==> config.mk <==
export PLATFORM = sky130hd
export DESIGN_NAME = tx_stats_counters
export DESIGN_NICKNAME = d
export VERILOG_FILES = /design/src/hdl/tx_stats_pkg.sv /design/src/hdl/tx_stats_counters.sv /design/src/hdl/event_counter.sv
export SDC_FILE = /design/constraint.sdc
export NUM_CORES = 1
export LEC_CHECK = 0
export BUFFER_PORTS_ARGS = -buffer_cell sky130_fd_sc_hd__buf_2
export CAP_MARGIN = 20
export CORE_MARGIN = 1.5
export CORE_UTILIZATION = 35
export CTS_BUF_LIST = sky130_fd_sc_hd__clkbuf_4
export DETAILED_ROUTE_END_ITERATION = 7
export SKIP_LAST_GASP = 1
export SLEW_MARGIN = 5
export SYNTH_ARGS = -nofsm -noshare
export SYNTH_HDL_FRONTEND = slang
export SYNTH_SLANG_ARGS = --single-unit
==> constraint.sdc <==
create_clock -name aclk -period 2.3 [get_ports aclk]
set_clock_uncertainty 0.1 [all_clocks]
set_input_delay 0.23 -clock aclk [delete_from_list [all_inputs] [get_ports aclk]]
set_output_delay 0.23 -clock aclk [all_outputs]
set_load 0.02 [all_outputs]
==> src/hdl/tx_stats_pkg.sv <==
package tx_stats_pkg;

  localparam int unsigned DATA_W     = 32;
  localparam int unsigned ADDR_W     = 12;
  localparam int unsigned STRB_W     = DATA_W / 8;
  localparam int unsigned NUM_CNT    = 4;
  localparam int unsigned IND_W      = 12;

  typedef logic [DATA_W-1:0] count_t;
  typedef logic [ADDR_W-1:0] addr_t;
  typedef logic [IND_W-1:0]  ind_addr_t;
  typedef logic [7:0]        byte_t;
  typedef logic [1:0]        resp_t;

  // transmit events, one-cycle pulses from the mac datapath
  typedef struct packed {
    logic underrun_abort;
    logic good_byte_sent;
    logic byte_sent;
    logic frame_sent;
  } tx_events_t;

  // all four counter values
  typedef struct packed {
    count_t underrun_abort_bits;
    count_t good_bytes_sent_bits;
    count_t bytes_sent_bits;
    count_t frames_sent_bits;
  } tx_counts_t;

  // counter slots
  localparam int unsigned SLOT_FRAMES   = 0;
  localparam int unsigned SLOT_BYTES    = 1;
  localparam int unsigned SLOT_GOOD     = 2;
  localparam int unsigned SLOT_UNDERRUN = 3;

  // register byte addresses
  localparam addr_t FRAMES_SENT_COUNT_OFS     = 12'h300;
  localparam addr_t BYTES_SENT_COUNT_OFS      = 12'h308;
  localparam addr_t GOOD_BYTES_SENT_COUNT_OFS = 12'h30C;
  localparam addr_t UNDERRUN_ABORT_COUNT_OFS  = 12'h334;
  localparam addr_t IND_ADDR_OFS              = 12'h400;
  localparam addr_t IND_DATA_OFS              = 12'h404;

  localparam count_t    COUNT_RESET    = 32'h0000_0000;
  localparam count_t    COUNT_ONE      = 32'h0000_0001;
  localparam ind_addr_t IND_ADDR_RESET = 12'h000;
  localparam int unsigned IND_HIT_BIT  = 8;
  localparam int unsigned WORD_LSB     = 2;

  localparam resp_t RESP_OKAY   = 2'h0;
  localparam resp_t RESP_SLVERR = 2'h2;

endpackage : tx_stats_pkg

==> src/hdl/tx_stats_counters.sv <==
// Implementation choice: the AXI4-Lite interface to the registers.
`timescale 1ns/100ps
module tx_stats_counters
  import tx_stats_pkg::*;
(
  input  wire logic        aclk,
  input  wire logic        aresetn,
  input  tx_events_t       tx_events,
  output tx_counts_t       tx_counts,
  input  wire logic        s_axi_awvalid,
  output logic             s_axi_awready,
  input  wire addr_t       s_axi_awaddr,
  input  wire logic [2:0]  s_axi_awprot,
  input  wire logic        s_axi_wvalid,
  output logic             s_axi_wready,
  input  wire count_t      s_axi_wdata,
  input  wire logic [3:0]  s_axi_wstrb,
  output logic             s_axi_bvalid,
  input  wire logic        s_axi_bready,
  output resp_t            s_axi_bresp,
  input  wire logic        s_axi_arvalid,
  output logic             s_axi_arready,
  input  wire addr_t       s_axi_araddr,
  input  wire logic [2:0]  s_axi_arprot,
  output logic             s_axi_rvalid,
  input  wire logic        s_axi_rready,
  output count_t           s_axi_rdata,
  output resp_t            s_axi_rresp
);

  // event counters

  logic [NUM_CNT-1:0] inc_vec;
  count_t             cnt [NUM_CNT];

  // events share the bus clock, so each pulse is counted once
  always_comb begin
    inc_vec                = '0;
    inc_vec[SLOT_FRAMES]   = tx_events.frame_sent;
    inc_vec[SLOT_BYTES]    = tx_events.byte_sent;
    inc_vec[SLOT_GOOD]     = tx_events.good_byte_sent;
    inc_vec[SLOT_UNDERRUN] = tx_events.underrun_abort;
  end

  genvar gi;
  generate
    for (gi = 0; gi < NUM_CNT; gi++) begin : g_cnt
      event_counter u_cnt (
        .aclk    (aclk),
        .aresetn (aresetn),
        .inc     (inc_vec[gi]),
        .count   (cnt[gi])
      );
    end
  endgenerate

  always_comb begin
    tx_counts.frames_sent_bits     = cnt[SLOT_FRAMES];
    tx_counts.bytes_sent_bits      = cnt[SLOT_BYTES];
    tx_counts.good_bytes_sent_bits = cnt[SLOT_GOOD];
    tx_counts.underrun_abort_bits  = cnt[SLOT_UNDERRUN];
  end

  // indirect byte window

  ind_addr_t ind_addr_r;
  byte_t     ind_byte;
  logic      ind_hit;
  count_t    ind_word;
  logic [1:0] ind_lane;

  // word at the indexed location, byte 0 of a word is bits 31:24
  always_comb begin
    ind_word = COUNT_RESET;
    ind_hit  = 1'b0;
    ind_lane = ind_addr_r[1:0];
    if (ind_addr_r[IND_W-1:WORD_LSB] ==
        FRAMES_SENT_COUNT_OFS[ADDR_W-1:WORD_LSB]) begin
      ind_word = cnt[SLOT_FRAMES];
      ind_hit  = 1'b1;
    end else if (ind_addr_r[IND_W-1:WORD_LSB] ==
                 BYTES_SENT_COUNT_OFS[ADDR_W-1:WORD_LSB]) begin
      ind_word = cnt[SLOT_BYTES];
      ind_hit  = 1'b1;
    end else if (ind_addr_r[IND_W-1:WORD_LSB] ==
                 GOOD_BYTES_SENT_COUNT_OFS[ADDR_W-1:WORD_LSB]) begin
      ind_word = cnt[SLOT_GOOD];
      ind_hit  = 1'b1;
    end else if (ind_addr_r[IND_W-1:WORD_LSB] ==
                 UNDERRUN_ABORT_COUNT_OFS[ADDR_W-1:WORD_LSB]) begin
      ind_word = cnt[SLOT_UNDERRUN];
      ind_hit  = 1'b1;
    end
  end

  // most significant byte at the lowest location
  always_comb begin
    case (ind_lane)
      2'h0:    ind_byte = ind_word[31:24];
      2'h1:    ind_byte = ind_word[23:16];
      2'h2:    ind_byte = ind_word[15:8];
      2'h3:    ind_byte = ind_word[7:0];
      default: ind_byte = 8'h00;
    endcase
  end

  // write channel

  logic   aw_held_r;
  addr_t  aw_addr_r;
  logic   w_held_r;
  count_t w_data_r;
  logic [3:0] w_strb_r;
  logic   bvalid_r;
  resp_t  bresp_r;
  logic   wr_go;
  logic   wr_ind_addr;
  resp_t  wr_resp;

  assign s_axi_awready = !aw_held_r && !bvalid_r;
  assign s_axi_wready  = !w_held_r && !bvalid_r;
  assign wr_go         = aw_held_r && w_held_r && !bvalid_r;

  always_ff @(posedge aclk) begin
    if (!aresetn) begin
      aw_held_r <= 1'b0;
      aw_addr_r <= '0;
    end else if (s_axi_awvalid && s_axi_awready) begin
      aw_held_r <= 1'b1;
      aw_addr_r <= s_axi_awaddr;
    end else if (wr_go) begin
      aw_held_r <= 1'b0;
    end
  end

  always_ff @(posedge aclk) begin
    if (!aresetn) begin
      w_held_r <= 1'b0;
      w_data_r <= '0;
      w_strb_r <= '0;
    end else if (s_axi_wvalid && s_axi_wready) begin
      w_held_r <= 1'b1;
      w_data_r <= s_axi_wdata;
      w_strb_r <= s_axi_wstrb;
    end else if (wr_go) begin
      w_held_r <= 1'b0;
    end
  end

  // counters accept writes silently, unknown words answer slverr
  always_comb begin
    wr_ind_addr = 1'b0;
    wr_resp     = RESP_OKAY;
    case (aw_addr_r[ADDR_W-1:WORD_LSB])
      IND_ADDR_OFS[ADDR_W-1:WORD_LSB]: wr_ind_addr = 1'b1;
      IND_DATA_OFS[ADDR_W-1:WORD_LSB]: wr_resp = RESP_OKAY;
      FRAMES_SENT_COUNT_OFS[ADDR_W-1:WORD_LSB]:
        wr_resp = RESP_OKAY;
      BYTES_SENT_COUNT_OFS[ADDR_W-1:WORD_LSB]:
        wr_resp = RESP_OKAY;
      GOOD_BYTES_SENT_COUNT_OFS[ADDR_W-1:WORD_LSB]:
        wr_resp = RESP_OKAY;
      UNDERRUN_ABORT_COUNT_OFS[ADDR_W-1:WORD_LSB]:
        wr_resp = RESP_OKAY;
      default: wr_resp = RESP_SLVERR;
    endcase
  end

  always_ff @(posedge aclk) begin
    if (!aresetn) begin
      ind_addr_r <= IND_ADDR_RESET;
    end else if (wr_go && wr_ind_addr) begin
      if (w_strb_r[0]) begin
        ind_addr_r[7:0] <= w_data_r[7:0];
      end
      if (w_strb_r[1]) begin
        ind_addr_r[IND_W-1:8] <= w_data_r[IND_W-1:8];
      end
    end
  end

  always_ff @(posedge aclk) begin
    if (!aresetn) begin
      bvalid_r <= 1'b0;
      bresp_r  <= RESP_OKAY;
    end else if (wr_go) begin
      bvalid_r <= 1'b1;
      bresp_r  <= wr_resp;
    end else if (s_axi_bready) begin
      bvalid_r <= 1'b0;
    end
  end

  assign s_axi_bvalid = bvalid_r;
  assign s_axi_bresp  = bresp_r;

  // read channel

  logic   rvalid_r;
  count_t rdata_r;
  resp_t  rresp_r;
  count_t rd_data;
  resp_t  rd_resp;

  assign s_axi_arready = !rvalid_r;

  // plain reads never touch the counters
  always_comb begin
    rd_data = COUNT_RESET;
    rd_resp = RESP_OKAY;
    case (s_axi_araddr[ADDR_W-1:WORD_LSB])
      FRAMES_SENT_COUNT_OFS[ADDR_W-1:WORD_LSB]:
        rd_data = cnt[SLOT_FRAMES];
      BYTES_SENT_COUNT_OFS[ADDR_W-1:WORD_LSB]:
        rd_data = cnt[SLOT_BYTES];
      GOOD_BYTES_SENT_COUNT_OFS[ADDR_W-1:WORD_LSB]:
        rd_data = cnt[SLOT_GOOD];
      UNDERRUN_ABORT_COUNT_OFS[ADDR_W-1:WORD_LSB]:
        rd_data = cnt[SLOT_UNDERRUN];
      IND_ADDR_OFS[ADDR_W-1:WORD_LSB]:
        rd_data[IND_W-1:0] = ind_addr_r;
      IND_DATA_OFS[ADDR_W-1:WORD_LSB]: begin
        rd_data[7:0]         = ind_byte;
        rd_data[IND_HIT_BIT] = ind_hit;
      end
      default: rd_resp = RESP_SLVERR;
    endcase
  end

  always_ff @(posedge aclk) begin
    if (!aresetn) begin
      rvalid_r <= 1'b0;
    end else if (s_axi_arvalid && s_axi_arready) begin
      rvalid_r <= 1'b1;
    end else if (s_axi_rready) begin
      rvalid_r <= 1'b0;
    end
  end

  always_ff @(posedge aclk) begin
    if (!aresetn) begin
      rdata_r <= COUNT_RESET;
      rresp_r <= RESP_OKAY;
    end else if (s_axi_arvalid && s_axi_arready) begin
      rdata_r <= rd_data;
      rresp_r <= rd_resp;
    end
  end

  assign s_axi_rvalid = rvalid_r;
  assign s_axi_rdata  = rdata_r;
  assign s_axi_rresp  = rresp_r;

endmodule : tx_stats_counters

==> src/hdl/event_counter.sv <==
`timescale 1ns/100ps
module event_counter
  import tx_stats_pkg::*;
(
  input  wire logic   aclk,
  input  wire logic   aresetn,
  input  wire logic   inc,
  output count_t      count
);

  count_t count_r;

  // one per event, reset only by aresetn, wraps past all ones
  always_ff @(posedge aclk) begin
    if (!aresetn) begin
      count_r <= COUNT_RESET;
    end else if (inc) begin
      count_r <= count_r + COUNT_ONE;
    end
  end

  assign count = count_r;

endmodule : event_counter

* Word-level counts from Yosys, hierarchy flattened
Cells that the tools add are included.
W data, S select, Z words.
** Storage, ports and cells
- Memories kept :: 0
- RAM bits :: 0
- Bits in registers :: 206
- Latch bits :: 0
- Logic and storage cells :: 82
- Bits of input ports :: 77
- Output and inout port bits :: 169
- ROM bits :: 0
** Operators by class
- Reductions and logical operators :: 21
- Add/sub/neg operators :: 4
- Eq/ne operators :: 19
- Shifts and indexed selects :: 0
- Div/mod/pow operators :: 0
- Bitwise gates (word level) :: 0
- Muxes and demuxes :: 22
- $lt $le $gt $ge :: 0
- Multiply operators :: 0
** Operators by type and width (number)
- $add A32 B1 Y32 const B :: 4
- $mux W32 :: 4
- $eq A10 B8 Y1 const B :: 12
- $pmux W20 S4 :: 1
- $pmux W9 S6 :: 1
- $eq A10 B9 Y1 const B :: 4
- $pmux W8 S4 :: 1
- $pmux W3 S5 :: 1
- $mux W1 :: 12
- $reduce_or A6 Y1 :: 2
- $logic_and A1 B1 Y1 :: 8
- $reduce_bool A2 Y1 :: 4
- $eq A2 B2 Y1 const B :: 2
- $logic_not A1 Y1 :: 4
- $mux W2 :: 2
- $reduce_and A2 Y1 :: 2
- $eq A2 B1 Y1 const B :: 1
- $logic_not A2 Y1 :: 1

* Depth between registers and ports, before layout
- Word-level depth :: 7
- Depth in mapped cells :: 9
- Gate-level depth less buffers :: 6

* Hierarchy
A second synthesis with hierarchy kept.
** Unflattened totals
- Cells, all modules :: 1381
- Area, all modules :: 11491.0 um^2
** Modules (own cells, without submodules)
- event_counter :: instances 4, sequential area each 640.6 um^2, cells an instance 176, area each 1562.7 um^2
- tx_stats_counters :: instances 1, sequential area each 1481.4 um^2, cells an instance 677, area each 5240.0 um^2

* Least setup slack after synthesis
Ideal clock, no wire load.
- Path kind :: register to register
- Start point :: register ind_addr_r[2]
- End point :: register rdata_r[6], in the netlist s_axi_rdata[6]
- Stages on the path, launching flop included :: 7
- Data arrival time :: 1.950 ns
- Data required time :: 2.084 ns
- Library setup time :: 0.116 ns
- Buffers on the path :: 1
- Slack :: 0.135 ns
- Period minus slack after synthesis :: 2.165 ns
- Path through :: dfxtp_1 clkbuf_1 mux2_2 a222oi_1 nor2_1 or4_1 a31o_1
** Between the ends
- Word-level cells in the longest chain between the ends :: 7
- Elaborated cells on any way between the ends :: 10
- Those cells by class :: 4 x eq/ne; 6 x mux
** Ends and longest elaborated chain
- start: declaration :: RTL line tx_stats_counters.sv:66 : ind_addr_t ind_addr_r;
- start signal: assignment :: RTL line tx_stats_counters.sv:174 : ind_addr_r[7:0] <= w_data_r[7:0];
- start signal: indexed assignment :: RTL line tx_stats_counters.sv:177 : ind_addr_r[IND_W-1:8] <= w_data_r[IND_W-1:8];
- $eq A10 B8 Y1 :: RTL line tx_stats_counters.sv:89 : end else if (ind_addr_r[IND_W-1:WORD_LSB] ==
- $mux W32 :: RTL line tx_stats_counters.sv:89
- $mux W32 :: RTL line tx_stats_counters.sv:85 : end else if (ind_addr_r[IND_W-1:WORD_LSB] ==
- $mux W32 :: RTL line tx_stats_counters.sv:81 : end else if (ind_addr_r[IND_W-1:WORD_LSB] ==
- $mux W32 * :: RTL line tx_stats_counters.sv:77 : if (ind_addr_r[IND_W-1:WORD_LSB] ==
- $pmux W8 S4 * :: RTL line tx_stats_counters.sv:98 : case (ind_lane)
- $pmux W9 S6 * :: RTL line tx_stats_counters.sv:211 : case (s_axi_araddr[ADDR_W-1:WORD_LSB])
- end signal: assignment :: RTL line tx_stats_counters.sv:245 : rdata_r <= rd_data;
- end: declaration :: RTL line tx_stats_counters.sv:200 : count_t rdata_r;
Every way passes the cells marked *; elsewhere a longest branch is shown, timed or not.
A chain may end at the register's enable or synchronous reset.

* Worst setup path in the final report
- Start point :: register ind_addr_r[3]
- End point :: register rdata_r[6], in the netlist s_axi_rdata[6]
The elaborated chain is that of the path after synthesis.

==> out/metrics.csv <==
stage;metric;value;unit
finish;final net count;1712;
drt;vias post-DR;11300;
drt;Initial DRC Count;973;
critical_path;Worst path slowest cell;dfxtp_1;
pwr;Pleak;6.15;nW
clocking;Max H-tree Level;2;
logic_synthesis;Syn Area/Cell;8.48;µm²
sta;Least-Margin Pin Slew;767;ps
logic_synthesis;number of synthesized flops with an enable pin;0;
drt;drt total wl;40700;µm
critical_path;critical path endpoint category;register;
sta;Slew Limit Fails;0;
placed_design;# port buffers;211;
sta;RSZ-0062 raised after global routing;true;
finish;P&R area growth vs syn;33.4;%
sta;Final WS setup;63.8;ps
critical_path;R2R setup slack;60;ps
critical_path;crit-path cells;and4b_1 > buf_12 > a222oi_1 > nor2_1 > or4_1 > a31o_1;
critical_path;CP Max Fanout;18;
grt;initial antenna violation count;1;
grt;Total Routing Usage GR;25.3;%
grt;largest net degree at the start of global routing;171;
grt;vias in the first global route;10500;
floorplan;num rows;63;
clocking;worst skew pair latency;690;ps
placed_design;Placement Setup Slack;-69.5;ps
run;maxcap violations;0;
sta;crit path time final;2240;ps
sta;part of the cycle the worst path needs;97.2;%
floorplan;Die ar.;0.0314;mm²
logic_synthesis;FF+latch count, synth;202;
sta;Final Hold Viols;0;
pwr;Power Dens Cells;514;mW/mm²
logic_synthesis;Distinct cells, synth;66;
logic_synthesis;synthesized cell area;0.0106;mm²
clocking;CTS Sinks;202;
logic_synthesis;Synth Area in Simple Gates;27.3;%
sta;Final Setup Violations;0;
clocking;Inserted Clock Buffers;58;
grt;grt ovf;0;
logic_synthesis;sequential-to-total area share from yosys stat;38.1;%
finish;Finished Cell Area;0.0142;mm²
logic_synthesis;post-synthesis cell count;1252;
logic_synthesis;dominant cell type by area after synthesis;dfxtp_1;
pwr;VDD IR max;292;µV
critical_path;Worst Path Arrival;2700;ps
worst_hold_path;Worst Hold Class;in2reg;
clocking;CTS tree;yes;
critical_path;CP max stage delay;460;ps
critical_path;kind of critical path;reg2reg;
drt;Routed Antenna Nets;0;
grt;global-route wire length before repair;60900;µm
floorplan;core area;0.0297;mm²
status;failing checks;design-rule violations;
logic_synthesis;ys flop type;dfxtp_1;
floorplan;initial core utilization;35.7;%
logic_synthesis;compound-gate portion of the synthesized area;18.9;%
status;run status;finished, violations left;
clocking;Setup Buffers After CTS;0;
placed_design;DP Wirelength;29900;µm
logic_synthesis;Synth Area in Adders;0.471;%
sta;FMAX;0.447;GHz
critical_path;Worst Setup Start Kind;register;
floorplan;die width;177;µm
clocking;Root Buffer;clkbuf_4;
sta;Max-slew headroom;48.5;%
logic_synthesis;synth top area cells;dfxtp_1 (38%), xnor2_1 (7.3%), and2_1 (6.8%);
critical_path;WP data required;2770;ps
drt;Vias/cell;5.47;
logic_synthesis;largest family of logic cells by synthesized area;simple AND/OR/NAND/NOR gates;
logic_synthesis;post-synthesis mux area share;2.75;%
floorplan;Die Y-Extent;177;µm
placed_design;RePlAce Congestion;0.990;
finish;share of cells above drive strength 1;27.7;%
logic_synthesis;synth warn;0;
clocking;Worst-path clk slew;70;ps
drt;Routed WL per cell;19.7;µm
logic_synthesis;Post-synth ARST share;0;%
drt;TritonRoute pass-1 iters;8;
finish;number of fill cells;3012;
logic_synthesis;share of the synthesized area in the top cell type;38.1;%
clocking;maximum root-to-sink buffer count;3;
placed_design;Placement Cell Area;0.0130;mm²
drt;Residual DRC;2;
logic_synthesis;xor and xnor area share after synthesis;9.40;%
floorplan;I/O pin cnt;246;
==> worst paths after layout <==
kind                                start                           end  cells past startpoint
max            ind_addr_r[3]$_SDFFE_PN0P_   s_axi_rdata[6]$_SDFFE_PN0P_                      6
min reg2reg  s_axi_rdata[28]$_SDFFE_PN0P_  s_axi_rdata[28]$_SDFFE_PN0P_                      1
max reg2reg    ind_addr_r[3]$_SDFFE_PN0P_   s_axi_rdata[6]$_SDFFE_PN0P_                      6
min                      s_axi_araddr[11]   s_axi_rdata[8]$_SDFFE_PN0P_                      6
==> layout make-up <==
class | count | area [µm²] | area share, %
flip-flops and latches | 202 | 4050 | 28.6
clock inverters | 13 | 55.1 | 0.389
clock buffers | 85 | 638 | 4.50
inverters | 12 | 45.0 | 0.318
multi-input cells | 967 | 6260 | 44.2
repair buffers | 390 | 2630 | 18.5
diodes | 1 | 2.50 | 0.0177
well taps | 390 | 488 | 3.44
==> timing repair <==
action	in CTS	in global routing
setup endpoints to repair	3	5
gates cloned	0	0
pin swaps	0	0
hold buffers	43	0
endpoints found under the hold margin	52	0
gates resized for setup	1	3
==> where the power goes <==
group          internal, mW  switching (mW)
logic                 0.199           0.261
clock network          1.67            1.55
registers              3.55          0.0513
==> worst max-delay path: cells and delay by family, from the launching register on <==
family                 cells  cell delay (ps)
DFF                        1              460
buffers and inverters      1              170
and+or+nand+nor            3              830
AOI/OAI and AO/OA          2              550
==> state kept, by name, summed over array words and instances (netlist names) <==
| register | flops |
|---|---|
| aw_addr_r | 10 |
| aw_held_r | 1 |
| g_cnt.u_cnt.count | 128 |
| ind_addr_r | 12 |
| s_axi_bresp | 1 |
| s_axi_bvalid | 1 |
| s_axi_rdata | 32 |
| s_axi_rresp | 1 |
| s_axi_rvalid | 1 |
| w_data_r | 12 |
| w_held_r | 1 |
| w_strb_r | 2 |
==> cell usage after synthesis, types with 3 or more instances <==
cell / instances
dfxtp_1: 202
nand2_1: 159
and2_1: 116
xnor2_1: 89
clkbuf_1: 62
nand3_1: 57
a21oi_1: 50
o21ai_0: 50
a21boi_0: 45
nor2_1: 32
a222oi_1: 30
nand4_1: 28
and3_1: 26
xor2_1: 25
nor2b_1: 23
a21o_1: 21
a22oi_1: 20
mux2i_1: 19
and4_1: 17
nor3_1: 17
or3_1: 14
inv_1: 12
nor4_1: 12
a2bb2oi_1: 10
mux2_2: 9
nand2b_1: 9
a211oi_1: 7
a221oi_1: 6
a22o_1: 6
buf_2: 6
nor3_2: 5
o211ai_1: 5
a211o_1: 4
a31o_1: 4
a41oi_1: 4
ha_1: 4
or2_2: 4
a32oi_1: 3
o22ai_1: 3
o2bb2ai_1: 3
==> cells by family (layout without fill, tap and decap cells) <==
| kind of cell | count (synthesis) | in the layout |
|---|---|---|
| compound gates | 283 | 283 |
| mux | 28 | 28 |
| fa+ha+maj | 4 | 4 |
| other cells | 1 | 3 |
| flops | 202 | 202 |
| xor+xnor | 114 | 114 |
| buf+inv | 84 | 500 |
| simple gates | 536 | 536 |
==> layer usage <==
metal	GRT usage, %	vias to the layer above	part of all wire [%]
met3	6.55	77	10
met4	8.93	0	2.9
met2	38.3	582	43
li1	-	5302	-
met1	34.6	5301	44
met5	0	-	0
==> cells in the final DEF, fill, tap and decap left out, types with 32 or more instances in the layout <==
master         count
buf_2            210
dfxtp_1          200
nand2_1          159
buf_4            127
and2_1           116
xnor2_1           89
clkbuf_4          85
nand3_1           57
a21oi_1           50
o21ai_0           50
a21boi_0          45
dlygate4sd3_1     43
nor2_1            32
==> per-stage QoR <==
step	hold slack, ps	total power, mW	setup TNS [ps]	utilization (%)	instances
final	107	7.28	0	47.7	2060
after global routing	78.5	7.62	-24.3	47.7	2060
after CTS	46.7	7.39	0	47.6	2059
after detailed placement	334	4.08	-313	43.8	1918
after global placement	331	4.07	-405	43.8	1918
after floorplan	268	3.90	0	-	1253
No activity file was read; power rests on OpenSTA's default activity.
